--- src/rtl/gxp_pkg.sv ---
// constants for the eight-bit i2c port expander
// Operation
// - eight direction bits, written by the bus host, make each pin input or output.
// - a set polarity bit inverts that pin in the input value register readout.
// - input register keeps sampled pin levels; output register keeps levels to drive.
// - every register, including direction, output and polarity, is readable over i2c.
// - interrupt asserts while any input pin differs from its stored input bit.
// - interrupt is active low open drain: pulls low when asserted, else undriven.
// - reset loads every register default and puts the bus state machine idle.
// - after reset all eight pins are inputs with drivers off.
// - three strap pins set the low three bits of the fixed target address.
// - bus works from static clock up to 400 kHz, no minimum-rate timing.
// - short glitches on serial clock and data are filtered before protocol logic.
// - no glitch at power-up; outputs hold reset state until initialisation completes.
// - pointer byte after address selects 0 input, 1 output, 2 polarity, 3 direction.
// - interrupt clears when input returns to old level or input register is read.
// - direction one makes a high-impedance input; zero drives the output value bit.
// - pointer never auto-increments; reads repeat the selected register until changed.
package gxp_pkg;
	localparam int          CLK_NS       = 4;
	// short enough that an ack turns round inside a fast bus clock low phase
	localparam int          GLITCH_NS    = 20;
	localparam int          GLITCH_CYC   = (GLITCH_NS + CLK_NS - 1) / CLK_NS;
	localparam int          INIT_CYC     = GLITCH_CYC + 4;
	localparam logic [6:0]  ADDR_FIXED   = 7'h58; // upper four bits arbitrary
	localparam logic [1:0]  PTR_INPUT    = 2'h0;
	localparam logic [1:0]  PTR_OUTPUT   = 2'h1;
	localparam logic [1:0]  PTR_POLAR    = 2'h2;
	localparam logic [1:0]  PTR_DIR      = 2'h3;
	localparam logic [7:0]  RST_OUTPUT   = 8'hff;
	localparam logic [7:0]  RST_POLAR    = 8'h00;
	localparam logic [7:0]  RST_DIR      = 8'hff;
	localparam logic [11:0] OFS_IRQ_STAT = 12'h000;
	localparam logic [11:0] OFS_IRQ_MASK = 12'h004;
	localparam logic [11:0] OFS_PORT_ST  = 12'h008;
	localparam int          EV_CHANGE    = 0;
	localparam int          EV_WRITE     = 1;
	localparam int          EV_INREAD    = 2;
	localparam int          EV_W         = 3;
	localparam logic [2:0]  RST_MASK     = 3'h0;

	typedef enum logic [8:0] {
		ST_IDLE = 9'h001,
		ST_ADDR = 9'h002,
		ST_AACK = 9'h004,
		ST_CMD  = 9'h008,
		ST_CACK = 9'h010,
		ST_WDAT = 9'h020,
		ST_WACK = 9'h040,
		ST_RDAT = 9'h080,
		ST_RACK = 9'h100
	} gxp_state_t;
endpackage

--- src/rtl/gxp_expander.sv ---
// i2c target port expander with apb interrupt status and mask
//
// The implementer's own choices: the register addresses and the APB slave port.
module gxp_expander
	import gxp_pkg::*;
(
	input  wire logic        clk_sys,
	input  wire logic        nrst,
	input  wire logic        scl_i,
	input  wire logic        sda_i,
	output logic             sda_o,
	output logic             sda_oe,
	input  wire logic        addr_strap_bit0,
	input  wire logic        addr_strap_bit1,
	input  wire logic        addr_strap_bit2,
	input  wire logic [7:0]  port_pin_i,
	output logic      [7:0]  port_pin_o,
	output logic      [7:0]  port_pin_oe,
	output logic             int_n_o,
	output logic             int_n_oe,
	output logic             irq,
	input  wire logic        psel,
	input  wire logic        penable,
	input  wire logic        pwrite,
	input  wire logic [11:0] paddr,
	input  wire logic [31:0] pwdata,
	output logic      [31:0] prdata,
	output logic             pready,
	output logic             pslverr
);
	logic [12:0] raw_s;
	logic [7:0]  pins_s;
	logic [2:0]  strap_s;
	logic        scl_s;
	logic        sda_s;
	logic        scl_f;
	logic        sda_f;
	logic        scl_p_q;
	logic        sda_p_q;
	logic        scl_rise;
	logic        scl_fall;
	logic        bus_start;
	logic        bus_stop;

	logic [4:0]  init_cnt_q;
	logic        init_done_q;
	logic [2:0]  addr_lo_q;

	logic [7:0]  in_q;
	logic [7:0]  out_q;
	logic [7:0]  pol_q;
	logic [7:0]  dir_q;
	logic [1:0]  ptr_q;

	gxp_state_t  state_q;
	logic [3:0]  bit_cnt_q;
	logic [7:0]  rx_q;
	logic [7:0]  tx_q;
	logic        rw_q;
	logic        mack_q;
	logic        sda_oe_q;
	logic        od_low_q;

	logic [7:0]  diff;
	logic        change;
	logic        change_q;
	logic        ev_write;
	logic        ev_inread;
	logic [EV_W-1:0] events;
	logic [EV_W-1:0] stat_q;
	logic [EV_W-1:0] mask_q;

	logic        apb_acc;
	logic        apb_wr;
	logic        cap_in;
	logic        load_tx;
	logic [7:0]  rd_val;

	// every pin-side level passes two flops before anything looks at it
	assign raw_s = {scl_i, sda_i, addr_strap_bit2, addr_strap_bit1, addr_strap_bit0,
		port_pin_i};

	gxp_sync #(
		.W (13)
	) u_sync (
		.clk_sys (clk_sys),
		.nrst    (nrst),
		.d       (raw_s),
		.q       ({scl_s, sda_s, strap_s, pins_s})
	);

	gxp_filt u_filt_scl (
		.clk_sys (clk_sys),
		.nrst    (nrst),
		.d       (scl_s),
		.q       (scl_f)
	);

	gxp_filt u_filt_sda (
		.clk_sys (clk_sys),
		.nrst    (nrst),
		.d       (sda_s),
		.q       (sda_f)
	);

	always_ff @(posedge clk_sys or negedge nrst) begin
		if (!nrst) begin
			scl_p_q <= 1'b1;
			sda_p_q <= 1'b1;
		end else begin
			scl_p_q <= scl_f;
			sda_p_q <= sda_f;
		end
	end

	// only edges count, never their spacing, so a stalled clock is harmless
	assign scl_rise  = init_done_q & scl_f & ~scl_p_q;
	assign scl_fall  = init_done_q & ~scl_f & scl_p_q;
	assign bus_start = init_done_q & scl_f & scl_p_q & ~sda_f & sda_p_q;
	assign bus_stop  = init_done_q & scl_f & scl_p_q & sda_f & ~sda_p_q;

	// hold everything quiet until the sync and filter pipes have settled
	always_ff @(posedge clk_sys or negedge nrst) begin
		if (!nrst) begin
			init_cnt_q  <= '0;
			init_done_q <= 1'b0;
		end else if (!init_done_q) begin
			init_cnt_q  <= init_cnt_q + 5'd1;
			init_done_q <= (init_cnt_q == 5'(INIT_CYC - 1));
		end
	end

	// straps caught once, after release of reset
	always_ff @(posedge clk_sys or negedge nrst) begin
		if (!nrst) begin
			addr_lo_q <= '0;
		end else if (!init_done_q) begin
			addr_lo_q <= strap_s;
		end
	end

	// readback value of the selected register
	always_comb begin
		case (ptr_q)
			PTR_INPUT:  rd_val = pins_s ^ pol_q;
			PTR_OUTPUT: rd_val = out_q;
			PTR_POLAR:  rd_val = pol_q;
			PTR_DIR:    rd_val = dir_q;
			default:    rd_val = 8'h00;
		endcase
	end

	assign load_tx = ((state_q == ST_AACK) & rw_q & scl_fall)
		| ((state_q == ST_RACK) & scl_fall & ~mack_q);
	assign cap_in  = load_tx & (ptr_q == PTR_INPUT);

	// serial target state machine
	always_ff @(posedge clk_sys or negedge nrst) begin
		if (!nrst) begin
			state_q   <= ST_IDLE;
			bit_cnt_q <= '0;
			rx_q      <= '0;
			rw_q      <= 1'b0;
			mack_q    <= 1'b1;
		end else if (bus_stop) begin
			state_q <= ST_IDLE;
		end else if (bus_start) begin
			state_q   <= ST_ADDR;
			bit_cnt_q <= '0;
		end else begin
			case (state_q)
				ST_IDLE: begin
					bit_cnt_q <= '0;
				end
				ST_ADDR, ST_CMD, ST_WDAT: begin
					if (scl_rise) begin
						rx_q      <= {rx_q[6:0], sda_f};
						bit_cnt_q <= bit_cnt_q + 4'd1;
					end else if (scl_fall && bit_cnt_q == 4'd8) begin
						bit_cnt_q <= '0;
						if (state_q == ST_ADDR) begin
							rw_q    <= rx_q[0];
							state_q <= (rx_q[7:1] == {ADDR_FIXED[6:3], addr_lo_q})
								? ST_AACK : ST_IDLE;
						end else begin
							state_q <= (state_q == ST_CMD) ? ST_CACK : ST_WACK;
						end
					end
				end
				ST_AACK: begin
					if (scl_fall) begin
						state_q <= rw_q ? ST_RDAT : ST_CMD;
					end
				end
				ST_CACK, ST_WACK: begin
					// a data byte goes to the same register again
					if (scl_fall) begin
						state_q <= ST_WDAT;
					end
				end
				ST_RDAT: begin
					if (scl_rise) begin
						bit_cnt_q <= bit_cnt_q + 4'd1;
					end else if (scl_fall && bit_cnt_q == 4'd8) begin
						bit_cnt_q <= '0;
						state_q   <= ST_RACK;
					end
				end
				ST_RACK: begin
					if (scl_rise) begin
						mack_q <= sda_f;
					end else if (scl_fall) begin
						state_q <= mack_q ? ST_IDLE : ST_RDAT;
					end
				end
				default: begin
					state_q <= ST_IDLE;
				end
			endcase
		end
	end

	// transmit shifter and open-drain data driver
	always_ff @(posedge clk_sys or negedge nrst) begin
		if (!nrst) begin
			tx_q     <= '0;
			sda_oe_q <= 1'b0;
		end else if (bus_stop || bus_start) begin
			sda_oe_q <= 1'b0;
		end else if (load_tx) begin
			tx_q     <= rd_val;
			sda_oe_q <= ~rd_val[7];
		end else if (scl_fall) begin
			case (state_q)
				ST_ADDR: begin
					sda_oe_q <= (bit_cnt_q == 4'd8)
						&& (rx_q[7:1] == {ADDR_FIXED[6:3], addr_lo_q});
				end
				ST_CMD, ST_WDAT: begin
					sda_oe_q <= (bit_cnt_q == 4'd8);
				end
				ST_RDAT: begin
					if (bit_cnt_q == 4'd8) begin
						sda_oe_q <= 1'b0;
					end else begin
						tx_q     <= {tx_q[6:0], 1'b0};
						sda_oe_q <= ~tx_q[6];
					end
				end
				default: begin
					sda_oe_q <= 1'b0;
				end
			endcase
		end
	end

	assign ev_write = (state_q == ST_WDAT) & scl_fall & (bit_cnt_q == 4'd8);

	// pointer byte latch; values above three keep their low two bits
	always_ff @(posedge clk_sys or negedge nrst) begin
		if (!nrst) begin
			ptr_q <= PTR_INPUT;
		end else if (state_q == ST_CMD && scl_fall && bit_cnt_q == 4'd8) begin
			ptr_q <= rx_q[1:0];
		end
	end

	// host-written settings
	always_ff @(posedge clk_sys or negedge nrst) begin
		if (!nrst) begin
			out_q <= RST_OUTPUT;
			pol_q <= RST_POLAR;
			dir_q <= RST_DIR;
		end else if (ev_write) begin
			case (ptr_q)
				PTR_OUTPUT: out_q <= rx_q;
				PTR_POLAR:  pol_q <= rx_q;
				PTR_DIR:    dir_q <= rx_q;
				default:    ; // input register ignores writes
			endcase
		end
	end

	// input register: raw levels; polarity applied only on readout
	always_ff @(posedge clk_sys or negedge nrst) begin
		if (!nrst) begin
			in_q <= '0;
		end else if (!init_done_q || cap_in) begin
			in_q <= pins_s;
		end
	end

	// pins that are outputs never flag a change
	assign diff   = (pins_s ^ in_q) & dir_q;
	assign change = |diff;

	always_ff @(posedge clk_sys or negedge nrst) begin
		if (!nrst) begin
			change_q <= 1'b0;
		end else begin
			change_q <= change & init_done_q;
		end
	end

	// pin drivers stay off until initialisation ends
	always_ff @(posedge clk_sys or negedge nrst) begin
		if (!nrst) begin
			port_pin_o  <= RST_OUTPUT;
			port_pin_oe <= '0;
		end else begin
			port_pin_o  <= out_q;
			port_pin_oe <= init_done_q ? ~dir_q : 8'h00;
		end
	end

	// open-drain interrupt and data: the output value is always low
	always_ff @(posedge clk_sys or negedge nrst) begin
		if (!nrst) begin
			od_low_q <= 1'b0;
			int_n_oe <= 1'b0;
		end else begin
			od_low_q <= 1'b0;
			int_n_oe <= change & init_done_q;
		end
	end

	assign int_n_o = od_low_q;
	assign sda_o   = od_low_q;
	assign sda_oe  = sda_oe_q;

	assign ev_inread = cap_in;
	assign events    = {ev_inread, ev_write, change & ~change_q};

	// apb: one wait state, answer registered
	assign apb_acc = psel & penable & ~pready;
	assign apb_wr  = psel & penable & pready & pwrite;

	// sticky status, write one to clear; a fresh event beats the clear
	always_ff @(posedge clk_sys or negedge nrst) begin
		if (!nrst) begin
			stat_q <= '0;
		end else begin
			for (int i = 0; i < EV_W; i++) begin
				if (events[i]) begin
					stat_q[i] <= 1'b1;
				end else if (apb_wr && paddr == OFS_IRQ_STAT && pwdata[i]) begin
					stat_q[i] <= 1'b0;
				end
			end
		end
	end

	always_ff @(posedge clk_sys or negedge nrst) begin
		if (!nrst) begin
			mask_q <= RST_MASK;
		end else if (apb_wr && paddr == OFS_IRQ_MASK) begin
			mask_q <= pwdata[EV_W-1:0];
		end
	end

	always_ff @(posedge clk_sys or negedge nrst) begin
		if (!nrst) begin
			irq <= 1'b0;
		end else begin
			irq <= |(stat_q & mask_q);
		end
	end

	always_ff @(posedge clk_sys or negedge nrst) begin
		if (!nrst) begin
			pready  <= 1'b0;
			pslverr <= 1'b0;
			prdata  <= '0;
		end else begin
			pready  <= apb_acc;
			pslverr <= 1'b0;
			prdata  <= '0;
			if (apb_acc) begin
				case (paddr)
					OFS_IRQ_STAT: prdata <= {29'h0, stat_q};
					OFS_IRQ_MASK: prdata <= {29'h0, mask_q};
					OFS_PORT_ST:  if (!pwrite) begin
						prdata <= {dir_q, pol_q, out_q, in_q};
					end else begin
						pslverr <= 1'b1;
					end
					default:      pslverr <= 1'b1;
				endcase
			end
		end
	end
endmodule

--- src/rtl/gxp_filt.sv ---
// glitch filter: output follows input once it has been stable long enough
module gxp_filt
	import gxp_pkg::*;
(
	input  wire logic clk_sys,
	input  wire logic nrst,
	input  wire logic d,
	output logic      q
);
	logic [4:0] cnt_q;

	always_ff @(posedge clk_sys or negedge nrst) begin
		if (!nrst) begin
			cnt_q <= '0;
			q     <= 1'b1;
		end else if (d == q) begin
			cnt_q <= '0;
		end else if (cnt_q == 5'(GLITCH_CYC - 1)) begin
			cnt_q <= '0;
			q     <= d;
		end else begin
			cnt_q <= cnt_q + 5'd1;
		end
	end
endmodule

--- src/rtl/gxp_sync.sv ---
// two-stage synchroniser for a bundle of asynchronous levels
module gxp_sync #(
	parameter int W = 1
) (
	input  wire logic         clk_sys,
	input  wire logic         nrst,
	input  wire logic [W-1:0] d,
	output logic      [W-1:0] q
);
	logic [W-1:0] meta_q;

	always_ff @(posedge clk_sys or negedge nrst) begin
		if (!nrst) begin
			meta_q <= '0;
			q      <= '0;
		end else begin
			meta_q <= d;
			q      <= meta_q;
		end
	end
endmodule

--- config.mk ---
export PLATFORM = sky130hd
export DESIGN_NAME = gxp_expander
export DESIGN_NICKNAME = d
export VERILOG_FILES = /design/src/rtl/gxp_pkg.sv /design/src/rtl/gxp_expander.sv /design/src/rtl/gxp_filt.sv /design/src/rtl/gxp_sync.sv
export SDC_FILE = /design/constraint.sdc
export NUM_CORES = 1
export LEC_CHECK = 0
export BUFFER_PORTS_ARGS = -buffer_cell sky130_fd_sc_hd__buf_4
export CORE_AREA = 4 4 115 117
export DETAILED_ROUTE_END_ITERATION = 8
export DIE_AREA = 0 0 119 121
export GPL_TIMING_DRIVEN = 0
export PLACE_DENSITY_LB_ADDON = 0.25
export SLEW_MARGIN = 20
export SYNTH_ARGS = -nofsm -noshare
export SYNTH_HDL_FRONTEND = slang
export SYNTH_SLANG_ARGS = --single-unit
export TNS_END_PERCENT = 1
--- constraint.sdc ---
create_clock -name clk_sys -period 5 [get_ports clk_sys]
set_input_delay 0.25 -clock clk_sys [delete_from_list [all_inputs] [get_ports clk_sys]]
set_output_delay 0.25 -clock clk_sys [all_outputs]
set_load 0.01 [all_outputs]
==> results.sh, run 1 <==
export IMPL_report_final_setup_viol=0
export IMPL_setup_total_negative_slack_ns=0
export IMPL_crit_path_start_kind="register"
export IMPL_timing_max_cap_violations=0
export IMPL_power_clock_fraction_pct=41.7
export IMPL_insertedDiodeCount=0
export IMPL_grt_start_max_net_pins=104
export IMPL_worstHoldPathType="primary input to register"
export IMPL_post_synth_cell_area_avg_sq_um=12.5
export IMPL_fin_worst_skew_ns=0.0170
export IMPL_grt_setup_unrepaired="no"
export IMPL_route_detailed_drc=0
export IMPL_cts_made_buffers=17
export IMPL_swShare_pct=24.5
export IMPL_finalCriticalPeriod_ns=2.74
export IMPL_drt_iter0_drc=271
export IMPL_detailed_place_hpwl_um=10900
export IMPL_worst_slew_pin_slew_ns=0.862
export IMPL_synth_cell_types=66
export IMPL_postPlaceCellArea_sq_mm=0.00820
export IMPL_cp_max_fo=9
export IMPL_synth_sequential_area_ratio_pct=59.4
export IMPL_die_height_um=121
export IMPL_num_vias=4798
export IMPL_pwr_density_cell_mw_per_mm2=365
export IMPL_die_area_sq_mm=0.0144
export IMPL_layoutNonFillerInstCount=889
export IMPL_clk_root_buffer_cell="sky130_fd_sc_hd__clkbuf_16"
export IMPL_htreeDepth=4
export IMPL_antenna_violations_before_repair=0
export IMPL_rel_slew_slack_pct=41.8
export IMPL_ir_worst_vdd_mv=0.208
export IMPL_share_of_layout_cells_above_drive_strength_1_pct=33.1
export IMPL_syn_to_final_growth_pct=22.5
export IMPL_report_final_slew_viol_count=0
export IMPL_final_design_area_no_fill_sq_mm=0.00896
export IMPL_mappedNetlistArea_sq_mm=0.00731
export IMPL_timing_fmax_ghz=0.365
export IMPL_preCtsSetupSlack_ns=2.31
export IMPL_final_period_utilization_pct=54.8
export IMPL_total_wire_length_after_detailed_routing_um=15200
export IMPL_critPathArrivalTime_ns=3.03
export IMPL_layout_core_utilization_pct=72.4
export IMPL_grt_usage_pct=22.3
export IMPL_cp_data_required_time_ns=5.29
export IMPL_edff_count_synth=0
export IMPL_synthDominantCellAreaShare_pct=48.6
export IMPL_synth_async_sr_flop_share_pct=100
export IMPL_hold_violations=0
export IMPL_finalNetCount=774
export IMPL_port_buffers=84
export IMPL_start_util_pct=59.2
export IMPL_clk_path_buf_depth=2
export IMPL_cts_sinks=172
export IMPL_final_hold_slack_ns=0.0745
export IMPL_syn_inst=585
export IMPL_synthFlopType="sky130_fd_sc_hd__dfrtp_1"
export IMPL_netSwitchingPower_mw=0.800
export IMPL_worst_setup_margin_ns=2.26
export IMPL_reg2reg_setup_slack_ns=2.26
export IMPL_static_leakage_power_nw=4.19
export IMPL_count_of_placed_standard_cells_including_taps=843
export IMPL_cts_tree="built"
export IMPL_wire_per_inst_um=17.1
export IMPL_cellInternalPower_mw=2.47
export IMPL_num_rows=41
export IMPL_antenna_left=0
export IMPL_run_status="finished clean"
export IMPL_gp_congestion=0.882
export IMPL_synth_warnings=0
export IMPL_criticalPathCategory="register to register"
export IMPL_vias_per_cell=5.40
export IMPL_netlist_top_cells_area="sky130_fd_sc_hd__dfrtp_1, sky130_fd_sc_hd__dfstp_2, sky130_fd_sc_hd__mux2_2, sky130_fd_sc_hd__and3_1, sky130_fd_sc_hd__xnor2_1"
export IMPL_number_of_global_route_vias_before_repair=4849
export IMPL_synth_top_cell_by_area="sky130_fd_sc_hd__dfrtp_1"
export IMPL_cts_clk_slew_worst_paths_ns=0.06
export IMPL_fin_total_pwr_mw=3.27
export IMPL_synth_ff_latch_count=172
export IMPL_power_frac_comb_pct=11.9
export IMPL_power_frac_seq_pct=46.4
export IMPL_setup_worst_path_end_class="register"
export IMPL_wire_length_of_the_first_global_routing_pass_um=24800
export IMPL_core_area_sq_mm=0.0124
export IMPL_total_iterations_of_the_first_detailed_routing_run=5
export IMPL_worst_skew_pair_later_pin_latency_ns=0.42
export IMPL_die_x_um=119
export IMPL_cts_repair_timing_setup_buffer_count=0
export IMPL_grt_overflow_total=0
export IMPL_num_io_pins=117
-- layout by cell type, fill, tap and decap left out, types with 3 or more instances in the layout --
master / n
sky130_fd_sc_hd__nor3_1: 6
sky130_fd_sc_hd__nand2b_1: 5
sky130_fd_sc_hd__mux2_2: 68
sky130_fd_sc_hd__nor2b_1: 17
sky130_fd_sc_hd__buf_1: 3
sky130_fd_sc_hd__nor4_1: 4
sky130_fd_sc_hd__inv_1: 20
sky130_fd_sc_hd__dlygate4sd3_1: 14
sky130_fd_sc_hd__nand3b_1: 4
sky130_fd_sc_hd__o21ai_0: 16
sky130_fd_sc_hd__a21oi_1: 13
sky130_fd_sc_hd__clkinv_2: 5
sky130_fd_sc_hd__mux2i_1: 11
sky130_fd_sc_hd__xnor2_1: 19
sky130_fd_sc_hd__and2_1: 6
sky130_fd_sc_hd__or3_1: 3
sky130_fd_sc_hd__nand4_1: 6
sky130_fd_sc_hd__nand3_1: 12
sky130_fd_sc_hd__clkinv_4: 3
sky130_fd_sc_hd__ha_1: 8
sky130_fd_sc_hd__nand2_1: 23
sky130_fd_sc_hd__clkbuf_1: 19
sky130_fd_sc_hd__nor4b_1: 3
sky130_fd_sc_hd__clkbuf_16: 17
sky130_fd_sc_hd__nor2_1: 42
sky130_fd_sc_hd__dfstp_2: 30
sky130_fd_sc_hd__and3_1: 30
sky130_fd_sc_hd__bufinv_16: 4
sky130_fd_sc_hd__buf_4: 86
sky130_fd_sc_hd__a22oi_1: 4
sky130_fd_sc_hd__dfrtp_1: 142
sky130_fd_sc_hd__xor2_1: 18
-- final cells by class --
type / count / area (sq um)
Tap cell: 172 / 215
Clock inverter: 12 / 171
Inverter: 20 / 75.1
Sequential cell: 172 / 4340
Clock buffer: 20 / 447
Multi-Input combinational cell: 368 / 2780
Buffer: 26 / 119
Fill cell: 872 / 3410
Timing Repair Buffer: 99 / 806
-- cell families after synthesis --
logic type,count (synthesis),synth area share [%]
xor+xnor,37,4.43
buf+inv,46,2.65
fa+ha+maj,8,1.37
simple gates,184,14.7
compound gates,58,5.49
flops,172,59.4
other cells,1,0.0513
mux,79,12.0
-- worst paths after layout --
| check | cells past startpoint | startpoint | end |
|---|---|---|---|
| max in group asynchronous | 3 | nrst | u_filt_sda.q |
| worst max register to register | 7 | state_q[1] | in_q[5] |
| worst min-delay path | 2 | pwdata[1] | mask_q[1] |
| min in group asynchronous | 2 | nrst | port_pin_oe[4] |
| worst min register to register | 0 | u_sync.meta_q[11] | u_sync.q[11] |
| worst max-delay path | 7 | state_q[1] | in_q[5] |
-- critical path, cell delays in order, from the launching register on --
cell,delay (ns)
sky130_fd_sc_hd__dfrtp_1,0.36
sky130_fd_sc_hd__clkbuf_1,0.20
sky130_fd_sc_hd__nor3_2,0.52
sky130_fd_sc_hd__nand3_2,0.20
sky130_fd_sc_hd__o22a_4,0.30
sky130_fd_sc_hd__nand2b_4,0.17
sky130_fd_sc_hd__o31ai_4,0.44
sky130_fd_sc_hd__mux2_2,0.40
-- cell usage after synthesis, types with 3 or more instances --
cell	number
sky130_fd_sc_hd__xor2_1	18
sky130_fd_sc_hd__inv_1	20
sky130_fd_sc_hd__nor2_1	42
sky130_fd_sc_hd__mux2_2	68
sky130_fd_sc_hd__nor4_1	4
sky130_fd_sc_hd__nand3b_1	4
sky130_fd_sc_hd__nor2b_1	17
sky130_fd_sc_hd__nand4_1	6
sky130_fd_sc_hd__buf_1	3
sky130_fd_sc_hd__dfrtp_1	142
sky130_fd_sc_hd__o21ai_0	16
sky130_fd_sc_hd__and3_1	30
sky130_fd_sc_hd__nor4b_1	3
sky130_fd_sc_hd__a22oi_1	4
sky130_fd_sc_hd__nand3_1	12
sky130_fd_sc_hd__xnor2_1	19
sky130_fd_sc_hd__a21oi_1	13
sky130_fd_sc_hd__buf_4	3
sky130_fd_sc_hd__mux2i_1	11
sky130_fd_sc_hd__clkbuf_1	17
sky130_fd_sc_hd__nand2_1	23
sky130_fd_sc_hd__or3_1	3
sky130_fd_sc_hd__ha_1	8
sky130_fd_sc_hd__and2_1	6
sky130_fd_sc_hd__nand2b_1	5
sky130_fd_sc_hd__nor3_1	6
sky130_fd_sc_hd__dfstp_2	30
-- flip-flops by register name, indices dropped and copies added, names as in the netlist, 9 cells and up --
signal         flops
u_sync.meta_q     13
u_sync.q          13
state_q            9
prdata            32
-- what timing repair did --
item	CTS	global route
hold buffers	14	0
resized for setup	0	0
hold endpoints to repair	74	0
-- per-layer routing --
layer | vias to the layer above | GRT usage [%] | wire length [um]
li1 | 2271 | - | -
met1 | 2399 | 27.9 | 6610
met2 | 105 | 37.7 | 7770
met3 | 23 | 4.57 | 505
met4 | 0 | 9.63 | 329
met5 | - | 0 | 0
-- power groups by stage --
stage / Sequential, mW / Clock, mW / Combinational (mW)
3_3_place_gp: 1.53 / 0 / 0.366
6_report: 1.51 / 1.36 / 0.390
2_1_floorplan: 1.53 / 0 / 0.255
3_5_place_dp: 1.54 / 0 / 0.380
5_1_grt: 1.52 / 1.44 / 0.440
4_1_cts: 1.51 / 1.38 / 0.392
Power figures use the tool's default switching activity.
==> run 2, diff against run 1 <==
--- a/config.mk
+++ b/config.mk
@@ -6,9 +6,9 @@
 export NUM_CORES = 1
 export LEC_CHECK = 0
 export BUFFER_PORTS_ARGS = -buffer_cell sky130_fd_sc_hd__buf_4
-export CORE_AREA = 4 4 115 117
+export CORE_AREA = 4 4 120 122
 export DETAILED_ROUTE_END_ITERATION = 8
-export DIE_AREA = 0 0 119 121
+export DIE_AREA = 0 0 124 126
 export GPL_TIMING_DRIVEN = 0
 export PLACE_DENSITY_LB_ADDON = 0.25
 export SLEW_MARGIN = 20
==> constraint.sdc (replaced) <==
create_clock -name clk_sys -period 2.6 [get_ports clk_sys]
set_input_delay 0.13 -clock clk_sys [delete_from_list [all_inputs] [get_ports clk_sys]]
set_output_delay 0.13 -clock clk_sys [all_outputs]
set_load 0.01 [all_outputs]
==> results.sh, run 2 (same netlist as run 1, synthesis figures left out) <==
export IMPL_route_detailed_drc=0
export IMPL_criticalPathCategory="register to register"
export IMPL_die_x_um=124
export IMPL_report_final_slew_viol_count=0
export IMPL_final_period_utilization_pct=98.2
export IMPL_power_frac_seq_pct=46.0
export IMPL_cts_sinks=172
export IMPL_ir_worst_vdd_mv=0.434
export IMPL_final_design_area_no_fill_sq_mm=0.00907
export IMPL_static_leakage_power_nw=4.22
export IMPL_grt_usage_pct=21.6
export IMPL_run_status="finished clean"
export IMPL_hold_violations=0
export IMPL_timing_max_cap_violations=0
export IMPL_met1Wirelength_um=6910
export IMPL_num_rows=42
export IMPL_core_area_sq_mm=0.0132
export IMPL_crit_path_start_kind="register"
export IMPL_report_final_setup_viol=0
export IMPL_highest_layer="met4"
export IMPL_critPathArrivalTime_ns=2.89
export IMPL_cts_tree="built"
export IMPL_vias_per_cell=5.43
export IMPL_rel_slew_slack_pct=39.9
export IMPL_detailed_place_hpwl_um=11200
export IMPL_layout_cells_most_common="sky130_fd_sc_hd__dfrtp_1"
export IMPL_wire_length_of_the_first_global_routing_pass_um=25900
export IMPL_grt_overflow_total=0
export IMPL_finalCriticalPeriod_ns=2.55
export IMPL_route_met2_wl_um=8050
export IMPL_setup_worst_path_end_class="register"
export IMPL_regMostFlops="prdata"
export IMPL_antenna_violations_before_repair=0
export IMPL_grt_start_max_net_pins=97
export IMPL_number_of_global_route_vias_before_repair=5003
export IMPL_start_util_pct=55.4
export IMPL_cellInternalPower_mw=4.74
export IMPL_insertedDiodeCount=0
export IMPL_cts_made_buffers=17
export IMPL_power_frac_comb_pct=12.6
export IMPL_wire_per_inst_um=17.7
export IMPL_worstHoldPathType="primary input to register"
export IMPL_finalNetCount=783
export IMPL_largest_register_ff_count=32
export IMPL_worst_slew_pin_slew_ns=0.889
export IMPL_grt_setup_unrepaired="yes"
export IMPL_postPlaceCellArea_sq_mm=0.00820
export IMPL_antenna_left=0
export IMPL_final_cell_mix="sky130_fd_sc_hd__dfrtp_1, sky130_fd_sc_hd__buf_4, sky130_fd_sc_hd__mux2_2"
export IMPL_met3RoutedLength_um=653
export IMPL_clk_path_buf_depth=2
export IMPL_clk_root_buffer_cell="sky130_fd_sc_hd__clkbuf_16"
export IMPL_htreeDepth=4
export IMPL_num_vias=4901
export IMPL_cts_clk_slew_worst_paths_ns=0.06
export IMPL_gp_congestion=0.886
export IMPL_syn_to_final_growth_pct=24.1
export IMPL_die_area_sq_mm=0.0156
export IMPL_timing_fmax_ghz=0.392
export IMPL_total_wire_length_after_detailed_routing_um=16000
export IMPL_fin_worst_skew_ns=0.00483
export IMPL_worst_skew_pair_later_pin_latency_ns=0.42
export IMPL_num_io_pins=117
export IMPL_fin_total_pwr_mw=6.32
export IMPL_die_height_um=126
export IMPL_pwr_density_cell_mw_per_mm2=696
export IMPL_biggestRegsByFlops="prdata x32, u_sync.meta_q x13, u_sync.q x13"
export IMPL_port_buffers=84
export IMPL_netSwitchingPower_mw=1.57
export IMPL_cp_max_fo=10
export IMPL_drt_iter0_drc=389
export IMPL_layout_core_utilization_pct=68.8
export IMPL_total_iterations_of_the_first_detailed_routing_run=5
export IMPL_power_clock_fraction_pct=41.3
export IMPL_cp_data_required_time_ns=2.94
export IMPL_swShare_pct=24.9
export IMPL_share_of_layout_cells_above_drive_strength_1_pct=33.6
==> run 2: changes by cell type in the layout (fill, tap and decap cells not counted), sizes merged <==
cell,delta
clkinvlp,+2
dlygate4sd3,+3
clkinv,-4
buf,+7
inv,+1
==> run 2: per-layer routing <==
layer	vias up	global-route usage [%]
met5	-	0
met4	0	8.05
met3	31	4.75
met2	121	35.5
met1	2461	28.0
li1	2288	-
==> run 2: path summary, 6_finish.rpt <==
check                                 start             to  slack, ns  depth (start not counted)
max reg2reg                      state_q[0]       out_q[2]       0.05                          7
min                                paddr[3]      prdata[2]       0.04                          3
max                              state_q[0]       out_q[2]       0.05                          7
max in group asynchronous              nrst     state_q[7]       1.46                          3
min reg2reg                u_sync.meta_q[7]    u_sync.q[7]       0.35                          0
min in group asynchronous              nrst  init_cnt_q[4]       0.28                          2
==> run 2: final cells by class <==
type	count	area, sq um
clock inverters	11	168
multi-input cells	368	2810
repair buffers	109	901
inverters	20	75.1
plain buffers	25	115
clock buffers	21	440
well taps	176	220
fillers	949	4120
flip-flops and latches	172	4340
==> run 2: worst max-delay path: stages, from the launching register on <==
cell and delay, ns:
sky130_fd_sc_hd__dfstp_2 0.36, sky130_fd_sc_hd__buf_2 0.17, sky130_fd_sc_hd__or4_1 0.61, sky130_fd_sc_hd__nor4b_4 0.34, sky130_fd_sc_hd__and2_4 0.22, sky130_fd_sc_hd__nand2_1 0.09, sky130_fd_sc_hd__nor2_4 0.29, sky130_fd_sc_hd__mux2_2 0.38
==> run 2: through the flow <==
stage	instances	setup WS (ns)	hold WS (ns)	TNS (ns)
2_1_floorplan	586	0.260	-0.166	0
3_3_place_gp	846	-0.137	0.240	-2.58
3_5_place_dp	847	-0.135	0.138	-2.12
4_1_cts	899	-0.0207	0.0215	-0.0669
5_1_grt	902	-0.0346	0.0601	-0.260
6_report	902	0.0478	0.0419	0
==> run 2: power by group through the flow <==
stage               clock network (mW)  logic (mW)  registers [mW]
finish                            2.61       0.797            2.91
global route                      2.78       0.891            2.92
CTS                               2.66       0.786            2.91
detailed placement                   0       0.743            2.96
global placement                     0       0.719            2.95
floorplan                            0       0.491            2.93
==> run 2: timing repair <==
| item | 4_1_cts | 5_1_grt |
|---|---|---|
| hold buffers | 17 | 0 |
| setup endpoints to repair | 27 | 28 |
| endpoints found under the hold margin | 82 | 0 |
| pin swaps | 2 | 3 |
| resized for setup | 3 | 4 |
| setup buffers | 3 | 4 |
